**src/core/cpu_irq_pkg.sv**
```systemverilog
package cpu_irq_pkg;

    // synchroniser lanes, one per asynchronous pin
    localparam int          SYNC_W   = 4;
    localparam int          IDX_IRQ  = 0;
    localparam int          IDX_NMI  = 1;
    localparam int          IDX_TEST = 2;
    localparam int          IDX_RST  = 3;

    // fixed type of the non-maskable interrupt
    localparam logic [7:0]  NMI_TYPE = 8'h02;
    // table entries are four bytes: address is type times four
    localparam logic [9:0]  VEC_HIGH = 10'h000;
    localparam logic [1:0]  VEC_LOW  = 2'h0;

    // reset values
    localparam logic [7:0]  TYPE_RST = 8'h00;
    localparam logic [19:0] ADDR_RST = 20'h00000;

    typedef enum logic [2:0]
    {
        ST_RUN  = 3'h1,
        ST_RST  = 3'h2,
        ST_IDLE = 3'h4
    } state_t;

    typedef struct packed
    {
        logic instr_last;
        logic if_flag;
        logic wait_exec;
    } core_status_t;

    typedef struct packed
    {
        logic read;
        logic t2;
        logic t3;
        logic tw;
        logic floated;
        logic hold_ack;
    } bus_status_t;

    typedef struct packed
    {
        logic        intack_start;
        logic        vec_fetch;
        logic [7:0]  int_type;
        logic [19:0] vec_addr;
    } irq_req_t;

endpackage

```
**src/core/cpu_interrupt_reset_inputs.sv**
```systemverilog
`timescale 1ns/1ps
module cpu_interrupt_reset_inputs
(
    input  wire logic                      clk,
    input  wire logic                      rstn,
    input  wire logic                      maskable_irq_in,
    input  wire logic                      nmi_in,
    input  wire logic                      test_in,
    input  wire logic                      reset_in,
    input  wire logic                      ready_in,
    input  wire cpu_irq_pkg::core_status_t core,
    input  wire cpu_irq_pkg::bus_status_t  bus,
    input  wire logic                      type_valid,
    input  wire logic [7:0]                type_in,
    output cpu_irq_pkg::irq_req_t          irq_out,
    output logic                           core_stall,
    output logic                           core_reset,
    output logic                           restart,
    output logic                           bus_wait,
    output logic                           rd_n,
    output logic                           rd_oe_n
);
    logic [cpu_irq_pkg::SYNC_W-1:0] sync1;
    logic [cpu_irq_pkg::SYNC_W-1:0] sync2;
    logic                           nmi_d;
    logic                           nmi_pend;
    logic                           ack_wait;
    cpu_irq_pkg::state_t            state;

    cpu_irq_pkg::state_t            next_state;
    logic                           next_nmi_pend;
    logic                           next_ack_wait;
    cpu_irq_pkg::irq_req_t          next_irq_out;
    logic                           next_core_stall;
    logic                           next_core_reset;
    logic                           next_restart;
    logic                           next_bus_wait;
    logic                           next_rd_n;
    logic                           next_rd_oe_n;

    logic                           irq_s;
    logic                           test_s;
    logic                           rst_s;
    logic                           nmi_rise;

    assign irq_s    = sync2[cpu_irq_pkg::IDX_IRQ];
    assign test_s   = sync2[cpu_irq_pkg::IDX_TEST];
    assign rst_s    = sync2[cpu_irq_pkg::IDX_RST];
    assign nmi_rise = sync2[cpu_irq_pkg::IDX_NMI] & ~nmi_d;

    always_ff @(posedge clk)
    begin
        if (!rstn)
        begin
            sync1 <= '0;
            sync2 <= '0;
            nmi_d <= 1'b0;
        end
        else
        begin
            sync1 <= {reset_in, test_in, nmi_in, maskable_irq_in};
            sync2 <= sync1;
            nmi_d <= sync2[cpu_irq_pkg::IDX_NMI];
        end
    end

    always_comb
    begin
        next_state      = state;
        next_nmi_pend   = nmi_pend;
        next_ack_wait   = ack_wait;
        next_irq_out    = irq_out;
        next_irq_out.intack_start = 1'b0;
        next_irq_out.vec_fetch    = 1'b0;
        next_core_stall = core_stall;
        next_core_reset = 1'b0;
        next_restart    = 1'b0;
        // ready is used as is; pin timing is the far side's job
        next_bus_wait   = (bus.t3 | bus.tw) & ~ready_in;
        // in T2 strobe low only once the bus has floated; in T3 and TW strobe low whatever floated says
        next_rd_n       = ~(bus.read & ((bus.t2 & bus.floated)
                          | bus.t3 | bus.tw));
        next_rd_oe_n    = bus.hold_ack;
        // edge latched so a short pulse is not lost
        if (nmi_rise)
        begin
            next_nmi_pend = 1'b1;
        end
        case (state)
            cpu_irq_pkg::ST_RUN:
            begin
                // at instruction boundary; waits behind a landing type
                if (core.instr_last && nmi_pend && !(ack_wait && type_valid))
                begin
                    next_nmi_pend             = nmi_rise;
                    next_irq_out.vec_fetch    = 1'b1;
                    next_irq_out.int_type     = cpu_irq_pkg::NMI_TYPE;
                    next_irq_out.vec_addr     = {cpu_irq_pkg::VEC_HIGH,
                        cpu_irq_pkg::NMI_TYPE, cpu_irq_pkg::VEC_LOW};
                end
                // level sampled, gated by enable flag
                else if (core.instr_last && core.if_flag && irq_s
                         && !ack_wait)
                begin
                    next_irq_out.intack_start = 1'b1;
                    next_ack_wait             = 1'b1;
                end
                else if (core.wait_exec && test_s)
                begin
                    next_state      = cpu_irq_pkg::ST_IDLE;
                    next_core_stall = 1'b1;
                end
            end
            cpu_irq_pkg::ST_IDLE:
            begin
                if (!test_s)
                begin
                    next_state      = cpu_irq_pkg::ST_RUN;
                    next_core_stall = 1'b0;
                end
            end
            cpu_irq_pkg::ST_RST:
            begin
                next_core_reset = 1'b1;
                if (!rst_s)
                begin
                    next_state      = cpu_irq_pkg::ST_RUN;
                    next_core_reset = 1'b0;
                    next_restart    = 1'b1;
                end
            end
            default:
            begin
                next_state = cpu_irq_pkg::ST_RST;
            end
        endcase
        // type taken in any state, else the answer is lost
        if (ack_wait && type_valid)
        begin
            next_ack_wait          = 1'b0;
            next_irq_out.vec_fetch = 1'b1;
            next_irq_out.int_type  = type_in;
            next_irq_out.vec_addr  = {cpu_irq_pkg::VEC_HIGH,
                type_in, cpu_irq_pkg::VEC_LOW};
        end
        // high reset overrides everything but rd_oe_n and the held int_type and vec_addr at once
        if (rst_s)
        begin
            next_state                = cpu_irq_pkg::ST_RST;
            next_nmi_pend             = 1'b0;
            next_ack_wait             = 1'b0;
            next_irq_out.intack_start = 1'b0;
            next_irq_out.vec_fetch    = 1'b0;
            next_core_stall           = 1'b0;
            next_core_reset           = 1'b1;
            next_restart              = 1'b0;
            next_bus_wait             = 1'b0;
            next_rd_n                 = 1'b1;
        end
    end

    always_ff @(posedge clk)
    begin
        if (!rstn)
        begin
            state      <= cpu_irq_pkg::ST_RST;
            nmi_pend   <= 1'b0;
            ack_wait   <= 1'b0;
            irq_out    <= {1'b0, 1'b0, cpu_irq_pkg::TYPE_RST,
                           cpu_irq_pkg::ADDR_RST};
            core_stall <= 1'b0;
            core_reset <= 1'b1;
            restart    <= 1'b0;
            bus_wait   <= 1'b0;
            rd_n       <= 1'b1;
            rd_oe_n    <= 1'b1;
        end
        else
        begin
            state      <= next_state;
            nmi_pend   <= next_nmi_pend;
            ack_wait   <= next_ack_wait;
            irq_out    <= next_irq_out;
            core_stall <= next_core_stall;
            core_reset <= next_core_reset;
            restart    <= next_restart;
            bus_wait   <= next_bus_wait;
            rd_n       <= next_rd_n;
            rd_oe_n    <= next_rd_oe_n;
        end
    end

    property p_irq_take;
        @(posedge clk) disable iff (!rstn)
        (state == cpu_irq_pkg::ST_RUN && !rst_s && core.instr_last
         && core.if_flag && irq_s && !nmi_pend && !ack_wait)
        |=> irq_out.intack_start && ack_wait;
    endproperty
    a_irq_take: assert property (p_irq_take)
        else $error("enabled request not acknowledged");
    property p_irq_masked;
        @(posedge clk) disable iff (!rstn)
        !core.if_flag |=> !irq_out.intack_start;
    endproperty
    a_irq_masked: assert property (p_irq_masked)
        else $error("masked request acknowledged");
    property p_irq_sync;
        @(posedge clk) disable iff (!rstn)
        irq_out.intack_start |-> $past(irq_s);
    endproperty
    a_irq_sync: assert property (p_irq_sync)
        else $error("acknowledge without synchronised request");
    property p_test_idle;
        @(posedge clk) disable iff (!rstn)
        (state == cpu_irq_pkg::ST_IDLE && test_s && !rst_s)
        |=> core_stall && state == cpu_irq_pkg::ST_IDLE;
    endproperty
    a_test_idle: assert property (p_test_idle)
        else $error("idle left while test high");
    property p_test_release;
        @(posedge clk) disable iff (!rstn)
        (state == cpu_irq_pkg::ST_IDLE && !test_s && !rst_s)
        |=> !core_stall && state == cpu_irq_pkg::ST_RUN;
    endproperty
    a_test_release: assert property (p_test_release)
        else $error("stall kept after test low");
    property p_nmi_vec;
        @(posedge clk) disable iff (!rstn)
        (state == cpu_irq_pkg::ST_RUN && !rst_s && core.instr_last
         && nmi_pend && !(ack_wait && type_valid))
        |=> irq_out.vec_fetch && irq_out.int_type == 8'h02
            && irq_out.vec_addr == 20'h00008 && !irq_out.intack_start;
    endproperty
    a_nmi_vec: assert property (p_nmi_vec)
        else $error("nmi not serviced as type 2");
    property p_nmi_latch;
        @(posedge clk) disable iff (!rstn)
        (nmi_rise && !rst_s) |=> nmi_pend;
    endproperty
    a_nmi_latch: assert property (p_nmi_latch)
        else $error("nmi edge lost");
    property p_reset_abandon;
        @(posedge clk) disable iff (!rstn)
        rst_s |=> core_reset && !irq_out.vec_fetch && !core_stall
                  && !nmi_pend && rd_n;
    endproperty
    a_reset_abandon: assert property (p_reset_abandon)
        else $error("activity kept under reset");
    property p_restart;
        @(posedge clk) disable iff (!rstn)
        (state == cpu_irq_pkg::ST_RST && !rst_s)
        |=> restart && !core_reset ##1 !restart;
    endproperty
    a_restart: assert property (p_restart)
        else $error("no restart pulse after reset");
    property p_ready;
        @(posedge clk) disable iff (!rstn)
        (!rst_s && (bus.t3 || bus.tw)) |=> bus_wait == !$past(ready_in);
    endproperty
    a_ready: assert property (p_ready)
        else $error("wait state does not follow ready");
    property p_rd_strobe;
        @(posedge clk) disable iff (!rstn)
        (bus.t2 && !bus.floated) |=> rd_n ##0 (rd_oe_n == $past(bus.hold_ack));
    endproperty
    a_rd_strobe: assert property (p_rd_strobe)
        else $error("read strobe early or not floated");
    c_nmi: cover property (@(posedge clk) disable iff (!rstn)
        nmi_rise ##[1:20] irq_out.vec_fetch);
    c_irq: cover property (@(posedge clk) disable iff (!rstn)
        irq_out.intack_start ##[1:20] irq_out.vec_fetch);
    c_idle: cover property (@(posedge clk) disable iff (!rstn)
        core_stall ##[2:20] !core_stall);
    c_reset: cover property (@(posedge clk) disable iff (!rstn)
        restart);
endmodule

```
**config.mk**
```make
export PLATFORM = sky130hd
export DESIGN_NAME = cpu_interrupt_reset_inputs
export DESIGN_NICKNAME = d
export VERILOG_FILES = /design/src/core/cpu_irq_pkg.sv /design/src/core/cpu_interrupt_reset_inputs.sv
export SDC_FILE = /design/constraint.sdc
export NUM_CORES = 1
export LEC_CHECK = 0
export BUFFER_PORTS_ARGS = -buffer_cell sky130_fd_sc_hd__buf_4
export CORE_UTILIZATION = 45
export CTS_CLUSTER_SIZE = 25
export DETAILED_ROUTE_END_ITERATION = 12
export GPL_TIMING_DRIVEN = 0
export PLACE_DENSITY_LB_ADDON = 0.12
export SLEW_MARGIN = 10
export SYNTH_ARGS = -nofsm -noshare
export SYNTH_HDL_FRONTEND = slang
export SYNTH_SLANG_ARGS = --single-unit
```
**constraint.sdc**
```tcl
create_clock -name clk -period 1.8 [get_ports clk]
set_input_delay 0.18 -clock clk [delete_from_list [all_inputs] [get_ports clk]]
set_output_delay 0.18 -clock clk [all_outputs]
set_load 0.02 [all_outputs]
```
* Yosys cells after proc, flatten, opt, wreduce, memory -nomap -nowiden *
Cells that the tools add are included.

cells by class
  eq/ne operators = 7
  multiplexer cells = 19
  bitwise logic cells = 13
  reduce and logical (&&, ||, !) cells = 19

operators with widths
  operator                                              count
  two-way mux 29 bit                                    3
  two-way mux 3 bit                                     4
  two-way mux 1 bit                                     10
  case mux 3 bit (3 select lines)                       1
  != test 2 bit (second input constant)                 4
  logical AND 1 bit                                     7
  inverter 1 bit                                        6
  nonzero test 2 bit                                    3
  AND reduction 5 bit                                   1
  AND 1 bit                                             4
  AND reduction 4 bit                                   1
  OR reduction 4 bit                                    1
  equality test 3 x 1 -> 1 bit (second input constant)  1
  equality test 3 x 2 -> 1 bit (second input constant)  1
  equality test 3 bit (second input constant)           1
  bitwise OR 1 bit                                      3
  AND reduction 3 bit                                   1
  OR reduction 3 bit                                    1
  zero test 1 bit                                       2
  case mux 1 bit (2 select lines)                       1
  AND reduction 2 bit                                   1
  OR reduction 2 bit                                    1

word-level totals
  register bits = 38
  output and inout port bits = 36
  word-level logic and storage cells = 74

* Longest topological paths before layout *
Gate-level depths: netlist of run 1.

  word-level depth = 6
  gate-level depth with buffers = 5

* Least setup slack after synthesis of run 1 *
No wires, ideal clock.

  kind = flip-flop to flip-flop
  from = reg state[1]
  to = reg irq_out[29] in the netlist's numbering
  library setup time = 0.073 ns
  arrival = 1.191 ns
  slack = 0.536 ns
  stages on the path, launching flop included = 6
  buffers on the path = 2
  cells stage by stage = dfxtp_1 -> buf_6 -> nand4bb_1 -> buf_2 -> or3_1 -> nor3_2

on the way
  cells in the longest elaborated chain, start to end = 3

ends and longest elaborated chain
  item                          RTL line                           text
  start, declared               cpu_interrupt_reset_inputs.sv:28   cpu_irq_pkg::state_t state;
  start signal, assigned        cpu_interrupt_reset_inputs.sv:166  state <= cpu_irq_pkg::ST_RST;
  start signal, assigned        cpu_interrupt_reset_inputs.sv:180  state <= next_state;
  equality test 3 x 1 -> 1 bit  cpu_interrupt_reset_inputs.sv:89   case (state)
  inverter 1 bit (no line)      n/a
  OR reduction 4 bit (no line)  n/a
  end signal, assigned          cpu_interrupt_reset_inputs.sv:169  irq_out <= {1'b0, 1'b0, cpu_irq_pkg::TYPE_RST,
  end signal, assigned          cpu_interrupt_reset_inputs.sv:183  irq_out <= next_irq_out;
  end, declared                 cpu_interrupt_reset_inputs.sv:15   output cpu_irq_pkg::irq_req_t irq_out,

Every way passes these cells.
A chain may end at the register's enable or synchronous reset.

* Final worst setup path of run 1 *
Ends and elaborated chain as after synthesis.

==> impl_metrics.env, run 1 <==
export IMPL_max_cap_violations=0
export IMPL_drt_iter0_drc=29
export IMPL_wl_per_cell_um=11.23
export IMPL_nets=230
export IMPL_drt_wl_total_um=2650
export IMPL_critPathArrivalTime_ps=1630
export IMPL_r2r_slack_ps=420
export IMPL_netlist_area_um2=1275
export IMPL_skew_ps=4.914
export IMPL_end_kind="flip-flop"
export IMPL_port_buffers=48
export IMPL_fillers=211
export IMPL_ant_nets=0
export IMPL_final_util_pct=69.49
export IMPL_setup_viol=0
export IMPL_slowest_stage="or3_1"
export IMPL_h_tree_depth=2
export IMPL_period_minus_slack_ps=1376
export IMPL_route_vias_total=1131
export IMPL_setup_tns_final_ps=0
export IMPL_layout_drive_gt1_share_pct=38.83
export IMPL_grt_pass1_wl_um=4112
export IMPL_grt_ovfl_total=0
export IMPL_required_ps=2050
export IMPL_avgSynthCellArea_um2=9.239
export IMPL_final_max_slew_violation_count=0
export IMPL_clock_sinks=30
export IMPL_fmax_mhz=726.8
export IMPL_most_common_layout_cells="buf_4, dfxtp_1, nand2_1"
export IMPL_place_congestion=0.8063
export IMPL_root_buffer="clkbuf_4"
export IMPL_p_per_area_nw_per_um2=738.8
export IMPL_status="complete, no violations"
export IMPL_power_mw=1.318
export IMPL_via_per_inst=4.792
export IMPL_ys_warn_count=0
export IMPL_boundaryPins=61
export IMPL_cts_tree="yes"
export IMPL_route_detailed_drc=0
export IMPL_initial_core_util_pct=49.66
export IMPL_clock_path_buffers=2
export IMPL_cp_start_kind="flip-flop"
export IMPL_path_cells="buf_6 > nand4bb_1 > buf_2 > or3_1 > nor3_2"
export IMPL_hold_viol=0
export IMPL_critPathKind="flip-flop to flip-flop"
export IMPL_peakVddDrop_uv=574.1
export IMPL_post_cts_buffers=0
export IMPL_slowest_delay_ps=370
export IMPL_syn2layout_area_growth_pct=39.94
export IMPL_leakage_nw=0.8296
export IMPL_period_share_pct=76.44
export IMPL_track_usage_pct=17.33
export IMPL_path_max_fanout=10
export IMPL_drt_pre_antenna_iters=4
export IMPL_syn_inst=138
export IMPL_synth_seq_cells=30
export IMPL_grt_setup_unrepaired="false"
export IMPL_antennaDiodeCount=0
export IMPL_die_w_um=55.23
export IMPL_dp_hpwl_um=2002
export IMPL_layout_commonest_cell="buf_4"
export IMPL_rows=18
export IMPL_min_path_type="input port to flip-flop"
export IMPL_grt_pass1_vias=980
export IMPL_die_height_um=55.23
export IMPL_seq_area_frac_synth_pct=47.11
export IMPL_synth_cell_types=36
export IMPL_die_area_um2=3050
export IMPL_coreArea_um2=2567
export IMPL_insertion_delay_ps=320
export IMPL_grt_antenna_before_repair=0
export IMPL_grt_max_degree=11
export IMPL_cts_made_buffers=5
export IMPL_fin_hold_ws_ps=38.20
export IMPL_clkTransAtPathRegs_ps=90
-- cell type report --
class | instances | area, µm² | share of cell area, %
plain buffers | 25 | 178.9 | 10.03
clock buffers | 7 | 55.05 | 3.086
clock inverters | 1 | 5.005 | 0.2805
inverters | 3 | 11.26 | 0.6311
multi-input cells | 91 | 525.5 | 29.45
flip-flops and latches | 30 | 600.6 | 33.66
well taps | 30 | 37.54 | 2.104
repair buffers | 49 | 370.4 | 20.76
-- per-layer routing --
layer,up-vias,global-route usage [%],share of wire (%)
met2,55,27.88,50
met1,497,18.65,40
li1,570,-,-
met3,9,6.089,8.1
met4,0,12.86,2.6
met5,-,0,0
-- power breakdown --
| group | switching, mW | internal (mW) | leakage [nW] | total, mW |
|---|---|---|---|---|
| logic | 0.108 | 0.110 | 0.549 | 0.217 |
| registers | 0.00955 | 0.691 | 0.246 | 0.700 |
| clock network | 0.211 | 0.189 | 0.0353 | 0.400 |
-- cell usage after synthesis --
master	count	area share [%]
dfxtp_1	30	47
buf_4	20	12
nand2_1	16	4.7
and2_1	11	5.4
a21boi_0	7	4.1
a21oi_1	7	2.7
o211ai_1	7	4.1
nand2b_1	6	2.9
nor2_1	3	0.88
buf_2	2	0.79
clkbuf_1	2	0.59
inv_1	2	0.59
o21ai_0	2	0.79
a211o_1	1	0.69
a21o_1	1	0.59
a31oi_1	1	0.49
and2b_1	1	0.59
buf_6	1	0.88
conb_1	1	0.29
inv_2	1	0.29
nand3_1	1	0.39
nand3b_1	1	0.59
nand4bb_1	1	0.88
nor2b_1	1	0.49
nor3_1	1	0.39
nor3_2	1	0.79
nor4b_1	1	0.69
nor4bb_1	1	0.79
o21bai_1	1	0.59
o221ai_1	1	0.69
o22ai_1	1	0.49
o31ai_1	1	0.59
or2_1	1	0.49
or3_1	1	0.49
or4_1	1	0.59
xor2_1	1	0.69
-- final timing paths --
kind                               start     endpoint  cells after the start
worst min register to register  sync1[0]     sync2[0]                      1
worst max-delay path            state[1]  irq_out[29]                      5
worst max register to register  state[1]  irq_out[29]                      5
worst min-delay path              bus[5]         rd_n                      2
-- flip-flops by register name (all words and copies together) (netlist names) --
| name | count |
|---|---|
| irq_out | 10 |
| sync1 | 4 |
| sync2 | 4 |
| state | 3 |
| ack_wait | 1 |
| bus_wait | 1 |
| core_reset | 1 |
| core_stall | 1 |
| nmi_d | 1 |
| nmi_pend | 1 |
| rd_n | 1 |
| rd_oe_n | 1 |
| restart | 1 |
-- critical path: cells and delay by family, from the launching register on --
kind | cells | cell delay, ps
flip-flops | 1 | 310
buffers and inverters | 2 | 330
AND/OR/NAND/NOR | 3 | 670
-- kinds of logic after synthesis --
logic type / share of synthesized area (%)
AOI/OAI and AO/OA: 15.90
xor gates and xnor gates: 0.6871
buffers and inverters: 14.92
DFF: 47.11
other: 0.2941
and+or+nand+nor: 21.10
-- timing repair --
action	in CTS	in global routing
hold buffers	1	0
endpoints found under the hold margin	1	0
resized for setup	0	0
-- through the flow --
stage                     instances  setup WS (ps)  instance area [µm²]
after global placement          227          450.4                 1714
after CTS                       236          435.0                 1784
final                           236          424.2                 1784
after global routing            236          342.5                 1784
after detailed placement        227          454.4                 1714
after floorplan                 149          536.4                 1316
Power figures use the tool's default switching activity.
==> run 2, diff against run 1 <==
- ABC_AREA: default -> 1
- CORE_UTILIZATION: 45 -> 41
- clock period: 1.8 -> 1.2 ns (I/O delays scaled with it)
==> run 2 against run 1 <==
  * The run now ends with design-rule violations left
  * Register-to-register slack lost 320 ps
  * Final cell count grew 11%
  * Largest power group unchanged
  * First-iteration DRC count shrank 3.4%
  * Flip-flop and latch count is the same
  * Critical endpoint is now irq_out[23]
  * Combinational power grew 32%
==> impl_metrics.env, run 2 <==
export IMPL_critPathCapture="irq_out[23]"
export IMPL_peakVddDrop_uv=917.8
export IMPL_dp_hpwl_um=1792
export IMPL_ys_warn_count=0
export IMPL_cts_made_buffers=5
export IMPL_required_ps=1410
export IMPL_rows=19
export IMPL_h_tree_depth=2
export IMPL_drt_pre_antenna_iters=8
export IMPL_ant_nets=0
export IMPL_antennaDiodeCount=0
export IMPL_yosys_most_used_dff="dfxtp_1"
export IMPL_skew_ps=7.965
export IMPL_syn_inst=154
export IMPL_clock_sinks=30
export IMPL_seq_area_frac_synth_pct=47.15
export IMPL_grt_antenna_before_repair=0
export IMPL_fmax_mhz=912.9
export IMPL_most_common_layout_cells="buf_4, nand2_1, dfxtp_1"
export IMPL_setup_tns_final_ps=0
export IMPL_track_usage_pct=15.17
export IMPL_initial_core_util_pct=44.65
export IMPL_yosys_top_cells_area="dfxtp_1, buf_4, nand2_1"
export IMPL_fillers=264
export IMPL_hold_viol=0
export IMPL_port_buffers=47
export IMPL_min_path_type="input port to flip-flop"
export IMPL_layout_drive_gt1_share_pct=42.42
export IMPL_setup_viol=0
export IMPL_max_cap_violations=0
export IMPL_wl_per_cell_um=9.290
export IMPL_failed_checks="design-rule violations"
export IMPL_yosysMostFrequentCell="nand2_1"
export IMPL_regArea_um2=604.3
export IMPL_synth_edf_count=0
export IMPL_root_buffer="clkbuf_4"
export IMPL_r2r_slack_ps=100
export IMPL_coreArea_um2=2853
export IMPL_synth_cell_types=26
export IMPL_synth_top_cell_area_share_pct=47.15
export IMPL_leakage_nw=1.046
export IMPL_netlist_area_um2=1274
export IMPL_worstSetupStartpoint="ack_wait"
export IMPL_regToRegEndpoint="irq_out[23]"
export IMPL_reg2reg_from="ack_wait"
export IMPL_path_cells="nand2_2 > clkinv_4 > nor2_4 > nand2_4 > nand2_2 > inv_4 > nand2_1 > a21oi_1"
export IMPL_clkTransAtPathRegs_ps=90
export IMPL_grt_pass1_vias=967
export IMPL_syn2layout_area_growth_pct=47.15
export IMPL_path_max_fanout=8
export IMPL_synth_top_area_cell="dfxtp_1"
export IMPL_worstHoldStart="rstn"
export IMPL_largestRegisters="irq_out: 10 flops, sync1: 4 flops, sync2: 4 flops"
export IMPL_period_share_pct=91.28
export IMPL_regMostFlops="irq_out"
export IMPL_die_w_um=57.74
export IMPL_die_height_um=57.74
export IMPL_slowest_delay_ps=330
export IMPL_final_max_slew_violation_count=0
export IMPL_route_vias_total=1140
export IMPL_nets=255
export IMPL_layout_commonest_cell="buf_4"
export IMPL_route_detailed_drc=7
export IMPL_slowest_stage="dfxtp_1"
export IMPL_grt_ovfl_total=0
export IMPL_via_per_inst=4.351
export IMPL_power_mw=1.954
export IMPL_period_minus_slack_ps=1095
export IMPL_place_congestion=0.7496
export IMPL_critPathArrivalTime_ps=1310
export IMPL_die_area_um2=3333
export IMPL_p_per_area_nw_per_um2=1042
export IMPL_synth_common_cells="nand2_1, dfxtp_1, buf_4"
export IMPL_cp_start_kind="flip-flop"
export IMPL_end_kind="flip-flop"
export IMPL_cts_tree="yes"
export IMPL_largest_reg_flops=10
export IMPL_reg2reg_depth=8
export IMPL_crit_top_cell="nand2_2"
export IMPL_async_flop_share_pct=0
export IMPL_grt_max_degree=11
export IMPL_multi_input_comb_area_um2=462.9
export IMPL_status="complete, but fails checks"
export IMPL_synth_seq_cells=30
export IMPL_drt_iter0_drc=28
export IMPL_boundaryPins=61
export IMPL_avgSynthCellArea_um2=8.271
export IMPL_insertion_delay_ps=320
export IMPL_critPathKind="flip-flop to flip-flop"
export IMPL_grt_pass1_wl_um=3877
export IMPL_drt_wl_total_um=2434
export IMPL_final_util_pct=65.70
export IMPL_clock_path_buffers=2
-- run 2: kinds of logic (layout without fill, tap and decap cells) --
logic type             count (synthesis)  after routing  synth area share [%]
AND/OR/NAND/NOR                       69             69                 27.90
buffers and inverters                 42            108                 19.74
flip-flops                            30             30                 47.15
AO/OA/AOI/OAI                         12             12                 4.912
other                                  1             12                0.2944
-- run 2: where the power goes --
group,switching (mW),internal [mW]
clock,0.324,0.284
sequential,0.0263,1.03
combinational,0.142,0.144
-- run 2: final cells by class --
class / instances / area share, %
sequential: 30 / 32.24
multi-input combinational: 93 / 24.70
timing repair buffer: 58 / 24.17
buffer: 21 / 8.611
inverter: 21 / 5.007
clock buffer: 7 / 2.937
tap: 31 / 2.069
clock inverter: 1 / 0.2670
-- run 2: routing by layer --
| metal | part of all wire [%] | vias to the layer above | GRT usage (%) |
|---|---|---|---|
| met2 | 49 | 49 | 26.08 |
| met4 | 0.99 | 0 | 6.122 |
| met1 | 41 | 495 | 16.64 |
| met3 | 9.5 | 4 | 6.250 |
| met5 | 0 | - | 0 |
| li1 | - | 592 | - |
-- run 2: worst min path at each step --
stage	to	slack, ps	cells after the start
final	sync2[0]	30	3
after global routing	sync2[3]	30	3
after floorplan	bus_wait	200	1
after global placement	bus_wait	290	2
after detailed placement	bus_wait	290	2
after CTS	sync2[0]	20	3
-- run 2: stage by stage --
step / cell area [µm²] / std cells / hold slack [ps] / setup WS [ps]
4_1_cts: 1841 / 258 / 16.48 / 38.86
5_1_grt: 1874 / 262 / 31.17 / -1.228
6_report: 1874 / 262 / 32.92 / 104.6
3_3_place_gp: 1707 / 243 / 287.6 / 13.53
2_1_floorplan: 1315 / 165 / 199.3 / 122.2
3_5_place_dp: 1707 / 243 / 288.2 / -4.605
-- run 2: repair_timing --
action | 4_1_cts | 5_1_grt
buffers inserted | 0 | 4
setup endpoints to repair | 7 | 9
resized for setup | 1 | 3
hold buffers | 7 | 0
endpoints found under the hold margin | 7 | 0
pin swaps | 0 | 1
-- run 2: critical path: cells and delay by family, from the launching register on --
family                 cells  cell delay (ps)
AOI/OAI and AO/OA          1               50
buffers and inverters      2              140
DFF                        1              330
and+or+nand+nor            5              480
